**src/include/mmpio_pkg.sv**
```systemverilog
// Purpose: Shared constants and types for the memory-mapped port I/O block.
// Assumes: AXI4-Lite register access with 32-bit data and 8-bit byte addresses.
// Notes:   Each register takes one aligned word; unused upper bits read as zero.
package mmpio_pkg;

    localparam int          ADDR_W      = 8;
    localparam logic [7:0]  OFF_DIR_A   = 8'h00;
    localparam logic [7:0]  OFF_DIR_B   = 8'h04;
    localparam logic [7:0]  OFF_CMD     = 8'h08;
    localparam logic [7:0]  OFF_RESULT  = 8'h0C;
    localparam logic [7:0]  OFF_LATCH   = 8'h10;
    localparam logic [7:0]  OFF_PINS    = 8'h14;

    localparam logic [1:0]  RESP_OKAY   = 2'h0;
    localparam logic [1:0]  RESP_SLVERR = 2'h2;

    localparam logic [7:0]  DIR_RST     = 8'h00;
    localparam logic [3:0]  LATCH_RST   = 4'h0;
    localparam logic [3:0]  NIB_ONE     = 4'h1;
    localparam logic [3:0]  NIB_ALL     = 4'hF;
    localparam logic [3:0]  NIB_ZERO    = 4'h0;

    // Group B carries one whole-nibble direction bit for each of ports two and five.
    localparam int          DIRB_P2_BIT = 2;
    localparam int          DIRB_P5_BIT = 5;
    localparam int          DIRA_P3_LSB = 0;
    localparam int          DIRA_P6_LSB = 4;

    // Port one has pins only on bits 0 and 2; port instructions read the others as zero, OFF_PINS reads them unmasked.
    localparam logic [3:0]  P1_MASK     = 4'h5;

    localparam logic [2:0]  PORT0       = 3'h0;
    localparam logic [2:0]  PORT1       = 3'h1;
    localparam logic [2:0]  PORT2       = 3'h2;
    localparam logic [2:0]  PORT3       = 3'h3;
    localparam logic [2:0]  PORT5       = 3'h5;
    localparam logic [2:0]  PORT6       = 3'h6;

    localparam int          SLOTS       = 4;
    localparam int          SLOT_P5     = 2;
    localparam logic [2:0]  SLOT_PORT [SLOTS] = '{PORT2, PORT3, PORT5, PORT6};

    typedef enum logic [3:0] {
        OP_READ, OP_WRITE, OP_EXCH, OP_INCREMENT_SKIP_INSTRUCTION, OP_SET, OP_CLR, OP_TCLR,
        OP_SKT, OP_SKF, OP_AND, OP_OR, OP_XOR
    } mmpio_op_t;

    typedef struct packed {
        logic [14:0] unused;
        logic        carry;
        logic [1:0]  rsv_b;
        logic [1:0]  bit_sel;
        logic        rsv_a;
        logic [2:0]  port;
        logic [3:0]  op;
        logic [3:0]  acc;
    } mmpio_cmd_t;

    typedef struct packed {
        logic [24:0] unused;
        logic        skip;
        logic        carry;
        logic        test;
        logic [3:0]  data;
    } mmpio_result_t;

    typedef struct packed {
        logic [3:0] p6;
        logic [3:0] p5;
        logic [3:0] p3;
        logic [3:0] p2;
        logic [3:0] p1;
        logic [3:0] p0;
    } mmpio_pin_in_t;

    typedef struct packed {
        logic [3:0] p6;
        logic [3:0] p5;
        logic [3:0] p3;
        logic [3:0] p2;
    } mmpio_pin_out_t;

endpackage : mmpio_pkg

```
**src/hw/mmpio_port_io.sv**
```systemverilog
// Purpose: Memory-mapped 4-bit port logic: direction control, latches, instruction effects.
// Assumes: One 10 MHz clock; pins already synchronous; CPU operations arrive as bus commands.
// Notes:   A write to the command register executes one port instruction at once.
`timescale 1ns/1ns

module mmpio_port_io (
    input  wire logic                       clk,
    input  wire logic                       rst_n,
    input  wire logic [mmpio_pkg::ADDR_W-1:0] s_axi_awaddr,
    input  wire logic                       s_axi_awvalid,
    output logic                            s_axi_awready,
    input  wire logic [31:0]                s_axi_wdata,
    input  wire logic [3:0]                 s_axi_wstrb,
    input  wire logic                       s_axi_wvalid,
    output logic                            s_axi_wready,
    output logic [1:0]                      s_axi_bresp,
    output logic                            s_axi_bvalid,
    input  wire logic                       s_axi_bready,
    input  wire logic [mmpio_pkg::ADDR_W-1:0] s_axi_araddr,
    input  wire logic                       s_axi_arvalid,
    output logic                            s_axi_arready,
    output logic [31:0]                     s_axi_rdata,
    output logic [1:0]                      s_axi_rresp,
    output logic                            s_axi_rvalid,
    input  wire logic                       s_axi_rready,
    input  wire mmpio_pkg::mmpio_pin_in_t   pin_in,
    output mmpio_pkg::mmpio_pin_out_t       pin_out,
    output mmpio_pkg::mmpio_pin_out_t       pin_oe_n
);

    function automatic logic [3:0] port_dir(input logic [2:0] port,
                                            input logic [7:0] da,
                                            input logic [7:0] db);
        case (port)
            mmpio_pkg::PORT2: port_dir = {4{db[mmpio_pkg::DIRB_P2_BIT]}};
            mmpio_pkg::PORT3: port_dir = da[mmpio_pkg::DIRA_P3_LSB +: 4];
            mmpio_pkg::PORT5: port_dir = {4{db[mmpio_pkg::DIRB_P5_BIT]}};
            mmpio_pkg::PORT6: port_dir = da[mmpio_pkg::DIRA_P6_LSB +: 4];
            default:          port_dir = mmpio_pkg::NIB_ZERO;
        endcase
    endfunction : port_dir

    function automatic logic [1:0] slot_of(input logic [2:0] port);
        case (port)
            mmpio_pkg::PORT3: slot_of = 2'h1;
            mmpio_pkg::PORT5: slot_of = 2'h2;
            mmpio_pkg::PORT6: slot_of = 2'h3;
            default:          slot_of = 2'h0;
        endcase
    endfunction : slot_of

    logic [7:0]               dir_a;
    logic [7:0]               dir_b;
    logic [3:0]               latch [mmpio_pkg::SLOTS];
    mmpio_pkg::mmpio_result_t result_q;
    mmpio_pkg::mmpio_result_t next_result;
    logic [3:0]               next_latch;
    logic                     latch_we;

    // Write channel: address and data are taken together, one response outstanding.
    wire        wr_take   = s_axi_awvalid && s_axi_wvalid && !s_axi_bvalid;
    wire        rd_take   = s_axi_arvalid && !s_axi_rvalid;
    wire [7:0]  wa        = s_axi_awaddr;
    wire [7:0]  ra        = s_axi_araddr;
    wire        hit_dir_a = (wa == mmpio_pkg::OFF_DIR_A);
    wire        hit_dir_b = (wa == mmpio_pkg::OFF_DIR_B);
    wire        hit_cmd   = (wa == mmpio_pkg::OFF_CMD);
    wire        wa_ro     = (wa == mmpio_pkg::OFF_RESULT) || (wa == mmpio_pkg::OFF_LATCH) ||
                            (wa == mmpio_pkg::OFF_PINS);

    mmpio_pkg::mmpio_cmd_t cmd;
    assign cmd = s_axi_wdata;
    wire mmpio_pkg::mmpio_op_t op = mmpio_pkg::mmpio_op_t'(cmd.op);

    wire        c_bidir   = (cmd.port == mmpio_pkg::PORT2) || (cmd.port == mmpio_pkg::PORT3) ||
                            (cmd.port == mmpio_pkg::PORT5) || (cmd.port == mmpio_pkg::PORT6);
    wire        c_valid   = c_bidir || (cmd.port == mmpio_pkg::PORT0) ||
                            (cmd.port == mmpio_pkg::PORT1);
    // A command needs its low three byte lanes, otherwise it would run on stale fields.
    wire        cmd_full  = s_axi_wstrb[0] && s_axi_wstrb[1] && s_axi_wstrb[2];
    wire        cmd_fire  = wr_take && hit_cmd && cmd_full && c_valid;
    wire        wr_err    = !(hit_dir_a || hit_dir_b || wa_ro || (hit_cmd && c_valid));

    wire [3:0]  c_pin     = (cmd.port == mmpio_pkg::PORT0) ? pin_in.p0 :
                            (cmd.port == mmpio_pkg::PORT1) ? (pin_in.p1 & mmpio_pkg::P1_MASK) :
                            (cmd.port == mmpio_pkg::PORT2) ? pin_in.p2 :
                            (cmd.port == mmpio_pkg::PORT3) ? pin_in.p3 :
                            (cmd.port == mmpio_pkg::PORT5) ? pin_in.p5 : pin_in.p6;
    wire [1:0]  c_slot    = slot_of(cmd.port);
    wire [3:0]  c_dir     = port_dir(cmd.port, dir_a, dir_b);
    wire [3:0]  c_latch   = c_bidir ? latch[c_slot] : mmpio_pkg::NIB_ZERO;
    wire [3:0]  c_rd      = (c_dir & c_latch) | (~c_dir & c_pin);
    wire [3:0]  c_onehot  = mmpio_pkg::NIB_ONE << cmd.bit_sel;
    wire        c_tbit    = c_rd[cmd.bit_sel];
    wire [3:0]  c_inc     = 4'(c_rd + mmpio_pkg::NIB_ONE);

    always_comb begin
        next_latch         = c_latch;
        latch_we           = 1'b0;
        next_result        = '0;
        next_result.data   = c_rd;
        next_result.test   = c_tbit;
        next_result.carry  = cmd.carry;
        case (op)
            mmpio_pkg::OP_READ: next_result.data = c_rd;
            mmpio_pkg::OP_WRITE, mmpio_pkg::OP_EXCH: begin
                next_latch = cmd.acc;
                latch_we   = 1'b1;
            end
            mmpio_pkg::OP_INCREMENT_SKIP_INSTRUCTION: begin
                next_latch       = c_inc;
                latch_we         = 1'b1;
                next_result.skip = (c_inc == mmpio_pkg::NIB_ZERO);
            end
            mmpio_pkg::OP_SET: begin
                next_latch = c_rd | c_onehot;
                latch_we   = 1'b1;
            end
            mmpio_pkg::OP_CLR: begin
                next_latch = c_rd & ~c_onehot;
                latch_we   = 1'b1;
            end
            mmpio_pkg::OP_TCLR: begin
                next_latch       = c_rd & ~c_onehot;
                latch_we         = 1'b1;
                next_result.skip = c_tbit;
            end
            mmpio_pkg::OP_SKT: next_result.skip = c_tbit;
            mmpio_pkg::OP_SKF: next_result.skip = !c_tbit;
            mmpio_pkg::OP_AND: next_result.carry = cmd.carry & c_tbit;
            mmpio_pkg::OP_OR:  next_result.carry = cmd.carry | c_tbit;
            mmpio_pkg::OP_XOR: next_result.carry = cmd.carry ^ c_tbit;
            default: next_result = result_q;
        endcase
    end

    always_ff @(posedge clk or negedge rst_n) begin
        if (!rst_n) begin
            dir_a <= mmpio_pkg::DIR_RST;
            dir_b <= mmpio_pkg::DIR_RST;
        end else if (wr_take && s_axi_wstrb[0]) begin
            if (hit_dir_a) dir_a <= s_axi_wdata[7:0];
            if (hit_dir_b) dir_b <= s_axi_wdata[7:0];
        end
    end

    always_ff @(posedge clk or negedge rst_n) begin
        if (!rst_n) begin
            result_q <= '0;
        end else if (cmd_fire) begin
            result_q <= next_result;
        end
    end

    logic [15:0] out_vec;
    logic [15:0] oe_vec;

    // Latches of ports 2, 3, 5 and 6 live in slots 0 to 3.
    for (genvar g = 0; g < mmpio_pkg::SLOTS; g++) begin : g_slot
        wire [3:0] sd = port_dir(mmpio_pkg::SLOT_PORT[g], dir_a, dir_b);
        always_ff @(posedge clk or negedge rst_n) begin
            if (!rst_n) begin
                latch[g] <= mmpio_pkg::LATCH_RST;
            end else if (cmd_fire && latch_we && c_bidir && c_slot == g) begin
                latch[g] <= next_latch;
            end
        end
        if (g == mmpio_pkg::SLOT_P5) begin : g_od
            // Open-drain port only pulls low; a latched one releases the pin.
            assign out_vec[g*4 +: 4] = mmpio_pkg::NIB_ZERO;
            assign oe_vec[g*4 +: 4]  = ~(sd & ~latch[g]);
        end else begin : g_pp
            assign out_vec[g*4 +: 4] = latch[g];
            assign oe_vec[g*4 +: 4]  = ~sd;
        end
    end

    assign pin_out  = out_vec;
    assign pin_oe_n = oe_vec;

    wire [31:0] rd_mux = (ra == mmpio_pkg::OFF_DIR_A)  ? {24'h000000, dir_a} :
                         (ra == mmpio_pkg::OFF_DIR_B)  ? {24'h000000, dir_b} :
                         (ra == mmpio_pkg::OFF_RESULT) ? 32'(result_q) :
                         (ra == mmpio_pkg::OFF_LATCH)  ? {16'h0000, latch[3], latch[2],
                                                          latch[1], latch[0]} :
                         (ra == mmpio_pkg::OFF_PINS)   ? {8'h00, pin_in} : 32'h00000000;
    wire        rd_ok  = (ra == mmpio_pkg::OFF_DIR_A) || (ra == mmpio_pkg::OFF_DIR_B) ||
                         (ra == mmpio_pkg::OFF_RESULT) || (ra == mmpio_pkg::OFF_LATCH) ||
                         (ra == mmpio_pkg::OFF_PINS) || (ra == mmpio_pkg::OFF_CMD);

    assign s_axi_awready = wr_take;
    assign s_axi_wready  = wr_take;
    assign s_axi_arready = !s_axi_rvalid;

    always_ff @(posedge clk or negedge rst_n) begin
        if (!rst_n) begin
            s_axi_bvalid <= 1'b0;
            s_axi_bresp  <= mmpio_pkg::RESP_OKAY;
        end else if (wr_take) begin
            s_axi_bvalid <= 1'b1;
            s_axi_bresp  <= wr_err ? mmpio_pkg::RESP_SLVERR : mmpio_pkg::RESP_OKAY;
        end else if (s_axi_bready) begin
            s_axi_bvalid <= 1'b0;
        end
    end

    always_ff @(posedge clk or negedge rst_n) begin
        if (!rst_n) begin
            s_axi_rvalid <= 1'b0;
            s_axi_rdata  <= 32'h00000000;
            s_axi_rresp  <= mmpio_pkg::RESP_OKAY;
        end else if (rd_take) begin
            s_axi_rvalid <= 1'b1;
            s_axi_rdata  <= rd_mux;
            s_axi_rresp  <= rd_ok ? mmpio_pkg::RESP_OKAY : mmpio_pkg::RESP_SLVERR;
        end else if (s_axi_rready) begin
            s_axi_rvalid <= 1'b0;
        end
    end

    wire is_wr   = cmd_fire && c_bidir && (op == mmpio_pkg::OP_WRITE);
    wire is_exch = cmd_fire && c_bidir && (op == mmpio_pkg::OP_EXCH);
    wire is_increment_skip_instruction = cmd_fire && c_bidir && (op == mmpio_pkg::OP_INCREMENT_SKIP_INSTRUCTION);
endmodule : mmpio_port_io

```
**config.mk**
```make
export PLATFORM = sky130hd
export DESIGN_NAME = mmpio_port_io
export DESIGN_NICKNAME = d
export VERILOG_FILES = /design/src/include/mmpio_pkg.sv /design/src/hw/mmpio_port_io.sv
export SDC_FILE = /design/constraint.sdc
export NUM_CORES = 1
export LEC_CHECK = 0
export ABC_CLOCK_PERIOD_IN_PS = 5050
export BUFFER_PORTS_ARGS = -buffer_cell sky130_fd_sc_hd__buf_4
export CAP_MARGIN = 20
export CORE_ASPECT_RATIO = 1.75
export CORE_MARGIN = 3
export CORE_UTILIZATION = 40
export DETAILED_ROUTE_END_ITERATION = 6
export PLACE_DENSITY_LB_ADDON = 0.3
export SLEW_MARGIN = 20
export SYNTH_ARGS = -nofsm -noshare
export SYNTH_HDL_FRONTEND = slang
export SYNTH_SLANG_ARGS = --single-unit
```
**constraint.sdc**
```tcl
create_clock -name clk -period 5.05 [get_ports clk]
set_clock_uncertainty 0.1 [all_clocks]
set_input_delay 0.2525 -clock clk [delete_from_list [all_inputs] [get_ports clk]]
set_output_delay 0.2525 -clock clk [all_outputs]
set_load 0.02 [all_outputs]
```
==> flow_summary.yaml <==
drt:
  drcViolationCount: 0
  met3_length_um: 705
  wl_per_cell_um: 19.9
  met2_length_mm: 7.59
  ant_nets: 0
  drt_iter0_drc: 287
  vias: 3904
  top_layer_used: "met4"
  wl_met1_mm: 4.93
  vias_per_cell: 5.66
  first_pass_iters: 6
  routed_wl_mm: 13.7
setup_path:
  cp_max_fo: 26
  r2r-start: "dir_b[2]"
  crit_type: "primary input to flop"
  arrival_ps: 3430
  timing.rr.end: "result_q[5]"
  rr_worst_depth: 11
  cp.required_ps: 5170
  startpoint: "s_axi_wdata[8]"
  r2r_setup_slack_ps: 1900
  endpoint_kind: "flop"
  critPathLaunchType: "primary input"
clock_network:
  clockRootBuffer: "clkbuf_16"
  clk_latency_ps: 340
  cts_max_level: 3
  cts_tree: "done"
  cts_buffers: 9
  cts.path.max_buffers: 2
  cts_setup_buffers: 0
  clock_sinks: 67
  clk_pin_slew_worst_paths_ps: 60
placed_design:
  numPortBuffers: 122
  place_ws_ps: 1410
  place_congestion: 0.907
  hpwl_mm: 10.6
  dpl.cell_count: 672
timing:
  holdWs_ps: 5.62
  fin_crit_ps: 3310
  finalHoldViolCount: 0
  worst_pin_slew_ps: 1040
  relSlewSlack_pct: 30.2
  setup_viol: 0
  fin_ws_ps: 1740
  finalCritPeriodShare_pct: 65.6
  maxClockFrequency_ghz: 0.302
  drv_slew: 0
  rsz0062_at_grt: "false"
  tns_ps: 0
logic_synthesis:
  synthCells: 462
  ys_types: 72
  async_flop_share_pct: 100
  yosysWarnings: 0
  avgSynthCellArea_um2: 9.50
  synth.top_cell.area_share_pct: 38.2
  synth_top_area_cell: "dfrtp_1"
  synth_edf_count: 0
  synth-main-ff-cell: "dfrtp_1"
  synth_seq_area_share_pct: 38.2
  ys_seq_elements: 67
  synth_area_mm2: 0.00439
  ys_top_cells_by_area: "dfrtp_1 (38%), buf_4 (5.8%), mux2i_1 (5.5%)"
power:
  ir_drop_mv: 0.226
  p_int_uw: 1050
  power.share.combinational_pct: 16.8
  power.density_mw_per_mm2: 263
  clockPowerShare_pct: 45.1
  p_leak_uw: 0.00267
  seqPwrFrac_pct: 38.1
  p_sw_uw: 397
  sw_frac_of_total_pct: 27.4
status:
  status: "completed"
floorplan:
  die_h_um: 145
  num_rows: 50
  die_x_um: 85.2
  core_area_mm2: 0.0107
  fp.dieArea_mm2: 0.0123
  initial_core_util_pct: 41.0
  io_pins: 156
final_layout:
  nNetsFinal: 639
  drive_gt1_share_pct: 33.0
  antenna_cells: 0
  areaGrowthSynthToFinish_pct: 25.4
  final_common_cell: "buf_4"
  mostFrequentLayoutCells: "buf_4 (123), dfrtp_1 (67), nand2_1 (58), o21ai_0 (39), mux2i_1 (24)"
  fin_util_pct: 51.4
  layout.cells.non_filler: 690
flow_run:
  maxCapViolCount: 0
grt:
  grt_max_degree: 68
  antenna_found_initial: 0
  globalRoute.totalOverflow: 0
  grt_pass1_vias: 3856
  grt_usage_pct: 22.7
  grt_pass1_wl_mm: 21.3
min_path:
  hp-start: "s_axi_rready"
  min_path_cells: 2
  min_to: "s_axi_rvalid"
  hold_path_class: "primary input to flop"
## power by group through the flow
stage                     combinational, uW  clock, uW  sequential (uW)
after floorplan                         142          0              568
after global placement                  240          0              561
after detailed placement                241          0              561
after CTS                               244        663              552
after global routing                    266        690              553
final                                   244        654              552
## state kept, by name, indices dropped and copies added, names as in the netlist
name / cells
s_axi_rdata: 24
s_axi_bvalid: 1
s_axi_rresp: 1
s_axi_bresp: 1
dir_a: 8
dir_b: 8
result_q: 7
s_axi_rvalid: 1
latch: 4
pin_out: 12
## worst max-delay path, stage by stage
cell and delay (ps):
buf_4 260, nor2b_1 590, a32oi_1 310, a221o_1 390, and2_1 230, a22oi_1 330
nand2_1 140, ha_1 290, mux2_2 260, nand2_1 80, a311oi_1 90, a22o_1 210
## cells by family after synthesis
| logic type | count (synthesis) | synth area share [%] |
|---|---|---|
| other cells | 1 | 0.0855 |
| mux | 55 | 14.7 |
| buf+inv | 75 | 9.81 |
| compound gates | 125 | 19.2 |
| simple gates | 132 | 16.3 |
| fa+ha+maj | 6 | 1.43 |
| xor+xnor | 1 | 0.200 |
| flops | 67 | 38.2 |
## Yosys cell counts (3+ instances only)
cell type	number
buf_1	4
a21oi_1	19
o31ai_1	8
mux2_4	8
a31oi_1	6
buf_4	34
nand4b_1	5
nor2b_1	8
mux2_2	20
nand2_1	58
o22ai_1	4
inv_1	19
dfrtp_1	67
o211ai_1	3
maj3_1	5
o21ai_0	39
and3b_1	5
and2_1	3
mux2i_1	24
nor3_1	10
nand2b_1	6
clkbuf_1	13
nand3_1	4
nor2_1	15
a22o_1	13
## layout make-up
class / instances / area (um^2)
Sequential cell: 67 / 1680
Tap cell: 130 / 163
Timing Repair Buffer: 125 / 943
Clock buffer: 11 / 253
Inverter: 19 / 71.3
Multi-Input combinational cell: 333 / 2330
Fill cell: 987 / 5200
Clock inverter: 5 / 60.1
## worst max path at each step
stage / end / slack (ps) / depth (start not counted)
6_report: result_q[5] / 1740 / 12
5_1_grt: result_q[5] / 1530 / 12
4_1_cts: result_q[5] / 1780 / 12
3_5_place_dp: result_q[5] / 1410 / 12
3_3_place_gp: result_q[5] / 1510 / 12
2_1_floorplan: result_q[5] / 2220 / 13
## through the flow
| step | instance area [um^2] | total power (uW) |
|---|---|---|
| after floorplan | 4440 | 710 |
| after global placement | 5170 | 801 |
| after detailed placement | 5170 | 803 |
| after CTS | 5500 | 1460 |
| after global routing | 5500 | 1510 |
| final | 5500 | 1450 |
## layer usage
metal | track usage [%] | up-vias
li1 | - | 1827
met1 | 25.2 | 1869
met2 | 41.1 | 170
met3 | 3.76 | 38
met4 | 11.6 | 0
met5 | 0 | -
## timing repair
item                                    in CTS  in global routing
endpoints found under the hold margin       68                  0
gates resized for setup                      0                  0
endpoints found under the setup margin       0                  0
hold buffers                                 2                  0
Note: power is estimated with default switching activity, not from simulation.
